[config.mk]
export PLATFORM = sky130hd
export DESIGN_NAME = abcs_dev_flat
export DESIGN_NICKNAME = d
export VERILOG_FILES = /design/src/abcs_pkg.sv /design/src/abcs_if.sv /design/src/abcs_dev.sv /design/src/flat_wrapper.sv
export SDC_FILE = /design/constraint.sdc
export NUM_CORES = 1
export LEC_CHECK = 0
export ABC_AREA = 1
export CAP_MARGIN = 20
export CORE_AREA = 2 2 80 82
export CTS_BUF_LIST = sky130_fd_sc_hd__clkbuf_4
export CTS_CLUSTER_SIZE = 14
export DETAILED_ROUTE_END_ITERATION = 12
export DIE_AREA = 0 0 82 84
export DONT_BUFFER_PORTS = 1
export PLACE_DENSITY_LB_ADDON = 0.25
export SETUP_SLACK_MARGIN = 0.3
export SLEW_MARGIN = 20
export SYNTH_ARGS = -nofsm -noshare
export SYNTH_HDL_FRONTEND = slang
export SYNTH_SLANG_ARGS = --single-unit
export TNS_END_PERCENT = 100
[constraint.sdc]
create_clock -name clk -period 2.1 [get_ports clk]
set_clock_uncertainty 0.15 [all_clocks]
set_input_delay 0.315 -clock clk [delete_from_list [all_inputs] [get_ports clk]]
set_output_delay 0.315 -clock clk [all_outputs]
set_load 0.1 [all_outputs]
[src/abcs_pkg.sv]
// abcs_pkg: constants shared by the converter mode sequencer and its host end.
// assumes one 100 MHz clock; conversion cycles are enable pulses from a divider.
package abcs_pkg;
  // ------------------------------------------------------------
  // operation mode codes
  // ------------------------------------------------------------
  localparam logic [2:0] MODE_NORMAL  = 3'h0;
  localparam logic [2:0] MODE_SELFCAL = 3'h1;
  localparam logic [2:0] MODE_SYSOFS  = 3'h2;
  localparam logic [2:0] MODE_SYSFS   = 3'h3;
  localparam logic [2:0] MODE_PSEUDO  = 3'h4;
  localparam logic [2:0] MODE_BGCAL   = 3'h5;
  localparam logic [2:0] MODE_SLEEP   = 3'h6;
  // ------------------------------------------------------------
  // timing, in master clocks and conversion periods
  // ------------------------------------------------------------
  localparam int CONV_CLKS      = 64;  // master clocks per conversion period
  localparam logic [2:0] CAL_PERIODS    = 3'h3;
  localparam logic [2:0] CAL_PERIODS_SL = 3'h4;
  localparam logic [2:0] FILL_PERIODS   = 3'h3;
  localparam logic [3:0] PWRUP_CLKS     = 4'h8;
  localparam int WAKE_HIGH_CLKS = 2;   // least data-line high time before wake edge
  // ------------------------------------------------------------
  // host command port offsets
  // ------------------------------------------------------------
  localparam logic [3:0] HREG_MODE   = 4'h0;  // bits 2:0 mode, 3 bias, 4 ref
  localparam logic [3:0] HREG_WAKE   = 4'h1;  // write: bit0 cs, bit1 edge, bit2 instr
  localparam logic [3:0] HREG_STATUS = 4'h2;  // read: ready count and state
  localparam int MODE_BIAS_BIT = 3;
  localparam int MODE_REF_BIT  = 4;
endpackage

[src/abcs_if.sv]
// abcs_if: link between host controller and converter mode sequencer.
// assumes both ends share clk; select and data line are single-driver here.
`timescale 1ns/10ps
interface abcs_if;
  logic       cs_n;           // chip select, low active
  logic       sdata;          // serial data line level as driven by host
  logic       instr_stb;      // instruction command pulse
  logic       mode_we;        // mode field write pulse
  logic [2:0] operation_mode_field;
  logic       bias_en;
  logic       internal_reference_enable;
  logic       data_ready_n;   // low for one conversion when data valid
  logic       port_awake;     // serial port responsive
  logic [2:0] mode_cur;       // mode in effect
  modport dev  (input cs_n, sdata, instr_stb, mode_we, operation_mode_field,
                bias_en, internal_reference_enable,
                output data_ready_n, port_awake, mode_cur);
  modport host (output cs_n, sdata, instr_stb, mode_we, operation_mode_field,
                bias_en, internal_reference_enable,
                input data_ready_n, port_awake, mode_cur);
endinterface

[src/abcs_dev.sv]
// abcs_dev: converter mode sequencer (device end).
// assumes host keeps the link rules; analog is modelled by control outputs.
`timescale 1ns/10ps
module abcs_dev
  import abcs_pkg::*;
#(
  parameter int CONV_DIV = CONV_CLKS
) (
  // clock and reset
  input  wire logic clk,
  input  wire logic rst_n,
  // strap
  input  wire logic slave_mode,
  // link
  abcs_if.dev       lnk,
  // analog switch controls
  output logic      inputs_shorted,
  output logic      ref_connected,
  output logic      analog_powered
);
  // ------------------------------------------------------------
  // states
  // ------------------------------------------------------------
  typedef enum logic [6:0] {
    ST_RUN   = 7'h01, ST_OFS = 7'h02, ST_GAIN = 7'h04, ST_FILL = 7'h08,
    ST_SLEEP = 7'h10, ST_PWR = 7'h20, ST_WCNV = 7'h40
  } abcs_st_t;

  logic [6:0] div_r, div_nxt;          // conversion period divider
  logic       conv_tick;               // one-cycle boundary pulse
  abcs_st_t   st_r, st_nxt;
  logic [2:0] mode_r, mode_nxt;        // mode in effect
  logic [2:0] pend_r, pend_nxt;        // mode written, waiting for boundary
  logic       pend_v_r, pend_v_nxt;
  logic [2:0] cnt_r, cnt_nxt;          // periods left in phase
  logic [3:0] pw_r, pw_nxt;            // power-up clocks
  logic       gain_next_r, gain_next_nxt; // fill leads to gain, not offset
  logic       first_ofs_r, first_ofs_nxt;
  logic       hold_r, hold_nxt;        // second post-wake cycle held high
  logic       awake_r, awake_nxt;
  logic       sd_q_r;                  // previous data line level
  logic       data_ready_n_r, data_ready_n_nxt;
  logic       sh_r, sh_nxt, rf_r, rf_nxt, pwr_r, pwr_nxt;

  assign conv_tick = (div_r == 7'(CONV_DIV - 1));
  assign lnk.data_ready_n = data_ready_n_r;
  assign lnk.port_awake   = awake_r;
  assign lnk.mode_cur     = mode_r;
  assign inputs_shorted   = sh_r;
  assign ref_connected    = rf_r;
  assign analog_powered   = pwr_r;

  // ------------------------------------------------------------
  // next state
  // ------------------------------------------------------------
  always_comb begin
    // defaults: everything holds, the divider free-runs
    div_nxt       = conv_tick ? 7'h00 : div_r + 7'h01;
    st_nxt        = st_r;
    mode_nxt      = mode_r;
    pend_nxt      = pend_r;
    pend_v_nxt    = pend_v_r;
    cnt_nxt       = cnt_r;
    pw_nxt        = pw_r;
    gain_next_nxt = gain_next_r;
    first_ofs_nxt = first_ofs_r;
    hold_nxt      = hold_r;
    awake_nxt     = awake_r;
    sh_nxt        = sh_r;
    rf_nxt        = rf_r;
    pwr_nxt       = pwr_r;
    data_ready_n_nxt      = data_ready_n_r;
    // sleep wake-up of the serial port
    if (st_r == ST_SLEEP && !awake_r) begin
      if (!lnk.cs_n) begin
        // select low alone is enough, no command needed
        awake_nxt = 1'b1;
      end else if (sd_q_r && !lnk.sdata) begin
        // falling data line edge, select high
        awake_nxt = 1'b1;
      end else if (slave_mode && lnk.instr_stb) begin
        // slave with select high: any instruction
        awake_nxt = 1'b1;
      end
    end
    if (st_r == ST_SLEEP && awake_r && pend_v_r && pend_r != MODE_SLEEP) begin
      // the code stays queued so that it takes effect only after
      // the power-up and one whole conversion, not at once
      st_nxt  = ST_PWR;
      pw_nxt  = PWRUP_CLKS;
      pwr_nxt = 1'b1;
    end else if (st_r == ST_PWR) begin
      // power-up count, then wait for a clean period start
      if (pw_r != 4'h0) begin
        pw_nxt = pw_r - 4'h1;
      end else if (conv_tick) begin
        st_nxt = ST_WCNV;
      end
    end else if (conv_tick) begin
      data_ready_n_nxt = 1'b1;
      case (st_r)
        ST_WCNV: begin
          // first post-wake conversion done; second one held high too
          hold_nxt = 1'b1;
          st_nxt   = ST_RUN;
        end
        ST_OFS, ST_GAIN: begin
          if (cnt_r == 3'h1) begin
            // calibration over: reconnect input and refill the filter
            st_nxt        = ST_FILL;
            cnt_nxt       = FILL_PERIODS;
            sh_nxt        = 1'b0;
            rf_nxt        = 1'b0;
            gain_next_nxt = (st_r == ST_OFS);
          end else begin
            cnt_nxt = cnt_r - 3'h1;
          end
        end
        ST_FILL: begin
          if (cnt_r == 3'h1) begin
            // valid result; the next calibration starts this very cycle
            data_ready_n_nxt = 1'b0;
            cnt_nxt  = CAL_PERIODS;
            st_nxt   = gain_next_r ? ST_GAIN : ST_OFS;
            rf_nxt   = gain_next_r;
            sh_nxt   = !gain_next_r;
          end else begin
            cnt_nxt = cnt_r - 3'h1;
          end
        end
        default: begin
          // plain conversions; a held period after wake stays high
          data_ready_n_nxt = hold_r;
          hold_nxt = 1'b0;
          if (!hold_r) begin
            data_ready_n_nxt = (mode_r == MODE_NORMAL) ? 1'b0 : 1'b1;
          end
        end
      endcase
      // boundary: pending mode applied
      if (pend_v_r) begin
        pend_v_nxt = 1'b0;
        mode_nxt   = pend_r;
        if (pend_r == MODE_BGCAL) begin
          st_nxt        = ST_OFS;
          data_ready_n_nxt      = 1'b1;
          sh_nxt        = 1'b1;
          rf_nxt        = 1'b0;
          hold_nxt      = 1'b0;
          cnt_nxt       = (slave_mode && first_ofs_r) ? CAL_PERIODS_SL : CAL_PERIODS;
          first_ofs_nxt = 1'b0;
        end else if (pend_r == MODE_SLEEP) begin
          st_nxt    = ST_SLEEP;
          data_ready_n_nxt  = 1'b1;
          pwr_nxt   = 1'b0;
          sh_nxt    = 1'b0;
          rf_nxt    = 1'b0;
          awake_nxt = 1'b0;
        end else begin
          st_nxt = ST_RUN;
          sh_nxt = 1'b0;
          rf_nxt = 1'b0;
          if (pend_r != MODE_NORMAL) begin
            mode_nxt = MODE_NORMAL;
            data_ready_n_nxt = 1'b1;
          end
        end
      end else if (mode_r == MODE_BGCAL) begin
        mode_nxt = MODE_BGCAL;
      end
    end
    // writes only land while the port is awake; queued to a boundary.
    // placed after the apply so a write in the boundary cycle wins
    if (lnk.mode_we && awake_r) begin
      pend_nxt   = lnk.operation_mode_field;
      pend_v_nxt = 1'b1;
    end
    // one-shot calibrations are simplified: they finish in one cycle and
    // the mode in effect returns to normal; the field keeps the written code
  end

  // ------------------------------------------------------------
  // registers
  // ------------------------------------------------------------
  always_ff @(posedge clk) begin
    if (!rst_n) begin
      div_r       <= 7'h00;
      st_r        <= ST_RUN;
      mode_r      <= MODE_NORMAL;
      pend_r      <= MODE_NORMAL;
      pend_v_r    <= 1'b0;
      cnt_r       <= 3'h0;
      pw_r        <= 4'h0;
      gain_next_r <= 1'b0;
      first_ofs_r <= 1'b1;
      hold_r      <= 1'b0;
      awake_r     <= 1'b1;
      sd_q_r      <= 1'b0;
      data_ready_n_r      <= 1'b1;
      sh_r        <= 1'b0;
      rf_r        <= 1'b0;
      pwr_r       <= 1'b1;
    end else begin
      div_r       <= div_nxt;
      st_r        <= st_nxt;
      mode_r      <= mode_nxt;
      pend_r      <= pend_nxt;
      pend_v_r    <= pend_v_nxt;
      cnt_r       <= cnt_nxt;
      pw_r        <= pw_nxt;
      gain_next_r <= gain_next_nxt;
      first_ofs_r <= first_ofs_nxt;
      hold_r      <= hold_nxt;
      awake_r     <= awake_nxt;
      sd_q_r      <= lnk.sdata;
      data_ready_n_r      <= data_ready_n_nxt;
      sh_r        <= sh_nxt;
      rf_r        <= rf_nxt;
      pwr_r       <= pwr_nxt;
    end
  end
endmodule

[src/flat_wrapper.sv]
// flat-port wrapper written by rule: the top's interface ports become plain ports
module abcs_dev_flat import abcs_pkg::*;
#(
  parameter int CONV_DIV = CONV_CLKS
)
  (clk, rst_n, slave_mode, inputs_shorted, ref_connected, analog_powered, lnk_cs_n, lnk_sdata, lnk_instr_stb, lnk_mode_we, lnk_operation_mode_field, lnk_bias_en, lnk_internal_reference_enable, lnk_data_ready_n, lnk_port_awake, lnk_mode_cur);
  abcs_if lnk_i ();
  input  wire logic clk;
  input  wire logic rst_n;
  input  wire logic slave_mode;
  output logic inputs_shorted;
  output logic ref_connected;
  output logic analog_powered;
  input wire logic [$bits(lnk_i.cs_n)-1:0] lnk_cs_n;
  input wire logic [$bits(lnk_i.sdata)-1:0] lnk_sdata;
  input wire logic [$bits(lnk_i.instr_stb)-1:0] lnk_instr_stb;
  input wire logic [$bits(lnk_i.mode_we)-1:0] lnk_mode_we;
  input wire logic [$bits(lnk_i.operation_mode_field)-1:0] lnk_operation_mode_field;
  input wire logic [$bits(lnk_i.bias_en)-1:0] lnk_bias_en;
  input wire logic [$bits(lnk_i.internal_reference_enable)-1:0] lnk_internal_reference_enable;
  output wire logic [$bits(lnk_i.data_ready_n)-1:0] lnk_data_ready_n;
  output wire logic [$bits(lnk_i.port_awake)-1:0] lnk_port_awake;
  output wire logic [$bits(lnk_i.mode_cur)-1:0] lnk_mode_cur;
  assign lnk_i.cs_n = lnk_cs_n;
  assign lnk_i.sdata = lnk_sdata;
  assign lnk_i.instr_stb = lnk_instr_stb;
  assign lnk_i.mode_we = lnk_mode_we;
  assign lnk_i.operation_mode_field = lnk_operation_mode_field;
  assign lnk_i.bias_en = lnk_bias_en;
  assign lnk_i.internal_reference_enable = lnk_internal_reference_enable;
  assign lnk_data_ready_n = lnk_i.data_ready_n;
  assign lnk_port_awake = lnk_i.port_awake;
  assign lnk_mode_cur = lnk_i.mode_cur;
  abcs_dev #(.CONV_DIV(CONV_DIV)) u_core (.clk(clk), .rst_n(rst_n), .slave_mode(slave_mode), .lnk(lnk_i), .inputs_shorted(inputs_shorted), .ref_connected(ref_connected), .analog_powered(analog_powered));
endmodule
==> After elaboration in Yosys (flattened, before gate mapping) <==
Cells that the tools add are included.
{ "op_classes": {"n_addsub": 3, "eq_ne": 22, "muxes": 58, "bitwise": 4, "n_reduce_logical": 38} }
{ "op_table": {"columns": ["operator", "n"], "rows": [
  ["2-to-1 mux 7 bit", 8],
  ["2-to-1 mux 3 bit", 11],
  ["2-to-1 mux 1 bit", 29],
  ["AND reduction 5 bit", 5],
  ["case mux 7 bit (3 select lines)", 1],
  ["== test 7 x 6 -> 1 bit, second input constant", 2],
  ["2-to-1 mux 4 bit", 3],
  ["!= test 5 x 1 -> 1 bit, second input constant", 2],
  ["nonzero test 2 bit", 5],
  ["== test 3 bit, second input constant", 3],
  ["logical AND 1 bit", 8],
  ["!= test 4 x 1 -> 1 bit, second input constant", 2],
  ["case mux 1 bit (2 select lines)", 4],
  ["adder 7 x 1 -> 7 bit, second input constant", 1],
  ["== test 7 x 2 -> 1 bit, second input constant", 1],
  ["== test 7 x 3 -> 1 bit, second input constant", 1],
  ["== test 7 x 4 -> 1 bit, second input constant", 1],
  ["== test 7 x 5 -> 1 bit, second input constant", 1],
  ["== test 7 bit, second input constant", 1],
  ["2-to-1 mux 6 bit", 1],
  ["!= test 2 bit, second input constant", 3],
  ["!= test 3 x 1 -> 1 bit, second input constant", 2],
  ["AND reduction 3 bit", 2],
  ["AND reduction 6 bit", 1],
  ["other kinds (17)", 27]
]} }
{ "totals": {"regBits": 37, "inputBits": 12, "out_inout_bits": 8} }

==> Depth between registers and ports, before layout <==
Gate-level depths: netlist of run 1.
{ "depth": {"depth_word": 11, "ltp_mapped": 13, "depth_no_buf": 13} }

==> Worst setup path before layout of run 1 <==
No wires, ideal clock.
{ "synth_path": {"path_type": "register -> register", "start": "register u_core.awake_r (netlist: u_core.lnk.port_awake)", "end": "register u_core.mode_r[2] (netlist: u_core.lnk.mode_cur[2])", "setup_ns": 0.118, "arrival_ns": 1.725, "required_ns": 1.832, "slack_ns": 0.107, "path_stages_with_launch": 9, "path_buffers": 1, "cell_sequence": "dfxtp_1 > nand2_1 > nor2_1 > nand2_2 > nand3_4 > buf_6 > nor2_2 > o21ai_1 > nor2_1"} }
{ "synth_via": {"elab_chain_cells": 5} }
{ "synth_rtl": {"columns": ["element", "line", "text"], "rows": [
  ["start: declaration", "abcs_dev.sv:40", "logic awake_r, awake_nxt;"],
  ["start signal: assignment", "abcs_dev.sv:214", "awake_r <= awake_nxt;"],
  ["logical AND 1 bit (3 in a row)", "abcs_dev.sv:86", "if (st_r == ST_SLEEP && awake_r && pend_v_r && pend_r != MODE_SLEEP) begin"],
  ["inverter 1 bit (no source line)", null, null],
  ["AND reduction 4 bit (no source line)", null, null],
  ["end signal: assignment", "abcs_dev.sv:206", "mode_r <= mode_nxt;"],
  ["end: declaration", "abcs_dev.sv:32", "logic [2:0] mode_r, mode_nxt;"]
]} }
No other way between the ends.
A chain may end at the register's enable or synchronous reset.

==> Final worst setup path of run 1 <==
{ "layout_path": {"start": "register u_core.cnt_r[1]", "end": "register u_core.st_r[0]"} }
{ "layout_via": {"elab_chain_cells": 3, "elab_cells_between_ends": 4} }
{ "layout_rtl": {"columns": ["element", "line", "text"], "rows": [
  ["start: declaration", "abcs_dev.sv:35", "logic [2:0] cnt_r, cnt_nxt;"],
  ["start signal: assignment", "abcs_dev.sv:209", "cnt_r <= cnt_nxt;"],
  ["== test 3 x 1 -> 1 bit (*)", "abcs_dev.sv:108, abcs_dev.sv:120", null],
  ["!= test 5 x 1 -> 1 bit (no source line)", null, null],
  ["AND reduction 5 bit (no source line) (*)", null, null],
  ["end signal: assignment", "abcs_dev.sv:205", "st_r <= st_nxt;"],
  ["end: declaration", "abcs_dev.sv:31", "abcs_st_t st_r, st_nxt;"]
]} }
Every way passes the cells marked *; elsewhere a longest branch is shown, timed or not.

==> results.yml, run 1 <==
yosys:
  async_flop_share: 0
  synthSimpleGateAreaFrac: 0.4150
  synthMuxAreaShare: 0
  synth-compound-area-share: 0.1000
  synth_top_family_by_area: "simple AND/OR/NAND/NOR gates"
  syn_area_per_cell_um2: 7.000
  synth_top_area_cell: "dfxtp_1"
  synth_nets: 302
  synth-xor-area-share: 0.004375
  synth-edff-count: 0
  yosys-top-cells-area: "dfxtp_1 37%, nand2_1 12%, nor2_1 7.7%"
  yosysWarnings: 0
  yosysTopAreaCellShare: 0.3700
  synth-seq-cells: 37
  synth.most_common_cell: "nand2_1"
  syn-instance-count: 286
  synth-main-ff-cell: "dfxtp_1"
  synth_cell_types: 35
  syn_area_um2: 2002
  synthAdderAreaFrac: 0.02500
  synth_common_cells: "63 x nand2_1, 41 x nor2_1, 37 x dfxtp_1"
  ys_seq_area_frac: 0.3700
setup_path:
  critPathKind: "reg -> reg"
  cp.required_ns: 2.16
  reg2reg_depth: 13
  critPathLaunchType: "register"
  cp_max_fo: 4
  critPathArrivalTime_ns: 1.77
  critPathCaptureType: "register"
clock_network:
  clk_latency_ns: 0.35
  cts_max_path_buffers: 2
  cts_buffers: 5
  cts.clk_slew.worst_paths_ns: 0.13
  clkSinkCount: 37
  tritoncts: "yes"
  cts_root_buffer: "clkbuf_4"
  cts_max_level: 2
route:
  first_pass_iters: 4
  drt-total-wl_mm: 4.550
  vias: 1790
  drc: 0
  drtAntennaViolNets: 0
  drtIter0Drc: 89
  via_per_inst: 4.674
  wire_per_inst_um: 11.88
power:
  p_leak_nw: 1.018
  total_power_mw: 1.317
  ir_worst_vdd_mv: 0.2611
  powerDensity_nw_per_um2: 555.0
timing:
  rsz0062_at_grt: "yes"
  max_slew_margin: 0.5770
  fin_crit_sh: 0.8157
  setup_viol: 0
  slew_violations: 0
  max_freq_mhz: 583.8
  worst_pin_slew_ns: 0.6324
  layout_setup_ws_ns: 0.3871
  post-route-min-period_ns: 1.713
  final.setup.tns_ns: 0
  hold_violations: 0
grt:
  grt_max_degree: 17
  grt_pass1_wl_mm: 7.617
  grt_pass1_vias: 1637
  grt_usage: 0.1447
  gr-total-overflow: 0
  antenna_found_initial: 0
run:
  cap_violations: 0
floorplan:
  core_area_um2: 6096
  start_util: 0.3284
  die_h_um: 84
  die_area_um2: 6888
  rows: 29
  num_io_pins: 20
  dieWidth_um: 82
place:
  dp_slack_ns: 0.2608
  dp.cells: 367
  hpwlAfterDp_mm: 3.358
  gp_congestion: 0.8052
  port_buffers: 0
final_layout:
  n_fill_cell: 663
  areaGrowthSynthToFinish_pct: 18.50
  fin_nets: 321
  seqCellArea_um2: 749.5
  fin_cells: 383
  postLayoutCoreUtil: 0.3892
  multiInputGateArea_um2: 1171
  drive_above_1_share: 0.2614
  n_antenna_cell: 0
worst_hold_path:
  hp-class: "in -> reg"
  hold_depth: 2
outcome:
  status: "finished, final reports clean"
cell usage in the layout, fill, tap and decap left out, types with 2 or more instances in the layout:
| cell type | instances |
|---|---|
| nand3_4 | 3 |
| dfxtp_1 | 30 |
| inv_2 | 13 |
| inv_4 | 2 |
| nor3b_1 | 2 |
| nand2_1 | 62 |
| nand2_2 | 6 |
| o211ai_1 | 3 |
| a21oi_1 | 18 |
| dlygate4sd3_1 | 3 |
| buf_4 | 12 |
| dfxtp_2 | 7 |
| nand2_4 | 4 |
| o21ai_1 | 3 |
| inv_1 | 24 |
| nand3_2 | 4 |
| nand3_1 | 20 |
| nor2_1 | 36 |
| clkbuf_4 | 6 |
| nor3_1 | 7 |
| o21ai_0 | 8 |
| ha_1 | 2 |
| nor3_2 | 2 |
| a31oi_1 | 2 |
| nor2_2 | 6 |
| nor2_4 | 6 |
cell type report:
cell class | instances | share of cell area
multi-input combinational | 207 | 0.4937
sequential | 37 | 0.3159
inverter | 39 | 0.06382
timing repair buffer | 15 | 0.05063
tap | 77 | 0.04061
clock buffer | 6 | 0.01899
clock inverter | 2 | 0.01635
where the power goes:
part           switching, mW  total, mW  leakage (nW)  internal, mW
Clock                  0.252      0.518        0.0459         0.267
Sequential            0.0116      0.726         0.302         0.714
Combinational         0.0479     0.0726         0.670        0.0247
Total                  0.311       1.32          1.02          1.01
kinds of logic (layout without fill, tap and decap cells):
| kind of cell | after synthesis | in the layout |
|---|---|---|
| and+or+nand+nor | 164 | 165 |
| adders and majority gates | 4 | 4 |
| buffers and inverters | 43 | 62 |
| AOI/OAI and AO/OA | 37 | 37 |
| DFF | 37 | 37 |
| xor gates and xnor gates | 1 | 1 |
worst max-delay path, stage by stage, from the launching register on:
cell and delay, ns:
dfxtp_2 0.35, inv_2 0.06, ha_2 0.17, inv_1 0.05
nor2_2 0.13, inv_2 0.07, nand3_2 0.10, inv_2 0.05
nand2_2 0.06, nand2_1 0.05, nor2_1 0.12, nand2_1 0.09
nand2_1 0.06, nand3_1 0.06
timing repair:
action                                  CTS  global route
gates resized for setup                   5            22
setup buffers                             1             3
pin swaps                                 1             5
gates cloned                              1             0
hold buffers                              3             0
hold endpoints to repair                 16             0
endpoints found under the setup margin   11            19
per-stage QoR:
stage | hold WS, ns | area (um2)
after floorplan | 0.2626 | 2004
after global placement | 0.2371 | 2137
after detailed placement | 0.2401 | 2137
after CTS | 0.004698 | 2277
after global routing | 0.007554 | 2372
final | 0.001754 | 2372
layer usage:
metal  part of all wire  wire, um  up-vias  GRT usage
met3              0.037       168        6    0.03571
met2               0.46      2104       20     0.2262
met4              0.017        79        0    0.05606
li1                   -         -      966          -
met5                  0         0        -          0
met1               0.48      2198      798     0.1890
registers in the layout, summed over array words and instances (netlist names), 3 cells and up:
signal	flops
u_core.div_r	7
u_core.lnk.mode_cur	3
u_core.st_r	7
u_core.cnt_r	3
u_core.pw_r	4
u_core.pend_r	3
worst paths after layout:
path	start	to	slack [ns]
hold / removal	lnk_operation_mode_field[1]	u_core.pend_r[1]	0.002
setup reg to reg	u_core.cnt_r[1]	u_core.st_r[0]	0.39
setup / recovery	u_core.cnt_r[1]	u_core.st_r[0]	0.39
hold reg to reg	u_core.div_r[0]	u_core.div_r[0]	0.31
Power figures use the tool's default switching activity.
==> run 2, diff against run 1 <==
Settings changed: ABC_AREA 1 to 0, CORE_AREA 2 2 80 82 to 2 2 79 81, DIE_AREA 0 0 82 84 to 0 0 81 83.
Clock period 2.1 ns to 1.8 ns, I/O delays scaled along.
==> run 2 against run 1 <==
  * The run now ends with setup timing left
  * Worst setup slack worse by 0.55 ns
  * Global-route usage increased by 4.3 points
  * Clock-buffer cell count rose by 1
  * Sequential power is 15% higher
  * Clock power is 11% lower
  * Critical path type unchanged
  * Critical endpoint unchanged
  * Highest routed layer unchanged
==> results.yml, run 2 <==
timing:
  layout_setup_ws_ns: -0.1638
  worst_pin_slew_ns: 0.7269
  rsz0062_at_grt: "yes"
  fin_crit_sh: 1.091
  slew_violations: 0
  max_slew_margin: 0.5154
  max_freq_mhz: 509.2
  hold_violations: 0
  post-route-min-period_ns: 1.964
  setup_viol: 12
yosys:
  synth-seq-cells: 37
  synth_top_area_cell: "dfxtp_1"
  syn-instance-count: 218
  synth_cell_types: 56
  yosys-top-cells-area: "dfxtp_1 38%, a21oi_1 4.4%, nand2_1 4.1%"
  synth_nets: 234
  async_flop_share: 0
  synth_common_cells: "37 x dfxtp_1, 21 x nand2_1, 17 x a21oi_1"
  yosysTopAreaCellShare: 0.3810
  synth.most_common_cell: "dfxtp_1"
  synth-main-ff-cell: "dfxtp_1"
  yosysWarnings: 0
  synth-edff-count: 0
  syn_area_per_cell_um2: 8.919
  syn_area_um2: 1944
  ys_seq_area_frac: 0.3810
route:
  via_per_inst: 5.255
  drc: 0
  vias: 2039
  drtAntennaViolNets: 0
  first_pass_iters: 4
  drtIter0Drc: 97
  drt-total-wl_mm: 6.244
  wire_per_inst_um: 16.09
final_layout:
  top_regs: "u_core.div_r (7), u_core.st_r (7), u_core.pw_r (4)"
  postLayoutCoreUtil: 0.5725
  mostFrequentLayoutCells: "61 x buf_4, 28 x buf_6, 21 x dfxtp_1, 18 x nand2_1, 11 x nand3_1"
  layout_commonest_cell: "buf_4"
  fin_nets: 328
  fin_cells: 388
  n_fill_cell: 513
  drive_above_1_share: 0.5623
  n_antenna_cell: 0
  areaGrowthSynthToFinish_pct: 71.24
grt:
  grt_usage: 0.1875
  antenna_found_initial: 0
  grt_pass1_wl_mm: 10.03
  grt_pass1_vias: 2087
  grt_max_degree: 17
  gr-total-overflow: 0
place:
  gp_congestion: 0.8182
  port_buffers: 0
  dp.cells: 339
  hpwlAfterDp_mm: 3.756
  dp_slack_ns: -0.1334
setup_path:
  critPathLaunchType: "register"
  cp_max_fo: 5
  critPathKind: "reg -> reg"
  reg2reg_depth: 6
  critPathCaptureType: "register"
  critPathArrivalTime_ns: 2.00
  cp.required_ns: 1.84
clock_network:
  cts_root_buffer: "clkbuf_4"
  clk_latency_ns: 0.34
  cts.clk_slew.worst_paths_ns: 0.12
  cts_buffers: 5
  clkSinkCount: 37
  cts_max_level: 2
  tritoncts: "yes"
  cts_max_path_buffers: 2
power:
  total_power_mw: 1.424
  p_int_mw: 1.067
  swShare: 0.2507
  ir_worst_vdd_mv: 0.5039
  seqPwrFrac: 0.585
  switchingPower_uw: 357.0
  clockPowerShare: 0.323
  p_leak_nw: 1.314
  powerDensity_nw_per_um2: 427.6
  p_comb_frac: 0.093
floorplan:
  die_area_um2: 6723
  num_io_pins: 20
  dieWidth_um: 81
  core_area_um2: 5816
  die_h_um: 83
  start_util: 0.3343
  rows: 28
worst_hold_path:
  hold_depth: 3
  hp-class: "in -> reg"
outcome:
  violations: "setup timing"
  status: "complete, but fails checks"
run:
  cap_violations: 0
-- run 2: cell count changes after synthesis, sizes merged, moves of 4 or more --
cell | previous run | this run
xnor2 | 0 | 5
and3 | 1 | 5
inv | 38 | 8
buf | 2 | 7
a311oi | 0 | 4
nor3 | 10 | 4
nand4b | 0 | 4
nand2 | 72 | 22
nand3 | 26 | 14
nor2 | 49 | 13
-- run 2: routing by layer --
layer | up-vias | global-route usage | wire [um]
li1 | 1006 | - | -
met1 | 996 | 0.2389 | 2734
met2 | 25 | 0.3261 | 3268
met3 | 12 | 0.03152 | 132
met4 | 0 | 0.04160 | 109
met5 | - | 0 | 0
-- run 2: final cells by class --
| cell class | count | area (um2) | share of cell area |
|---|---|---|---|
| multi-input combinational | 162 | 1486 | 0.4465 |
| inverter | 9 | 33.78 | 0.01015 |
| tap | 75 | 93.84 | 0.02818 |
| timing repair buffer | 97 | 875.8 | 0.2631 |
| sequential | 37 | 783.3 | 0.2353 |
| clock buffer | 7 | 52.55 | 0.01578 |
| clock inverter | 1 | 3.754 | 0.001127 |
-- run 2: timing repair --
action	CTS	global route
gates cloned	1	0
buffers inserted	25	9
setup endpoints to repair	26	30
hold endpoints to repair	18	0
resized for setup	61	42
pin swaps	32	23
hold buffers	6	0
-- run 2: final timing paths --
kind / slack (ns) / from / endpoint
min reg2reg: 0.30 / u_core.div_r[6] / u_core.div_r[6]
max reg2reg: -0.16 / u_core.st_r[5] / u_core.st_r[0]
min: 0.03 / rst_n / u_core.pw_r[2]
max: -0.16 / u_core.st_r[5] / u_core.st_r[0]
-- run 2: logic make-up after synthesis --
group           synth area share
simple gates              0.2452
compound gates            0.2465
flops                     0.3810
buf+inv                  0.05533
xor+xnor                 0.03604
fa+ha+maj                0.02574
mux                      0.01030
-- run 2: critical path, stage by stage (launching register included) --
cell and delay (ns):
dfxtp_4 0.39, nor4_4 0.36, o211ai_4 0.19, buf_4 0.17, o311a_1 0.34, nand2_4 0.12, o311ai_2 0.09
-- run 2: through the flow --
stage | hold WS [ns] | cell area [um2] | setup TNS (ns)
after floorplan | 0.2473 | 2066 | -0.0008326
after global placement | 0.1869 | 2516 | -0.9038
after detailed placement | 0.1872 | 2516 | -1.110
after CTS | 0.01073 | 3077 | -0.6245
after global routing | 0.01966 | 3329 | -2.557
final | 0.03352 | 3329 | -1.135
-- run 2: power by group through the flow --
stage               Sequential (mW)  Combinational [mW]  Clock [mW]
finish                        0.832               0.132       0.460
global route                  0.835               0.143       0.505
CTS                           0.832               0.122       0.472
detailed placement            0.861              0.0863           0
global placement              0.861              0.0850           0
floorplan                     0.861              0.0565           0
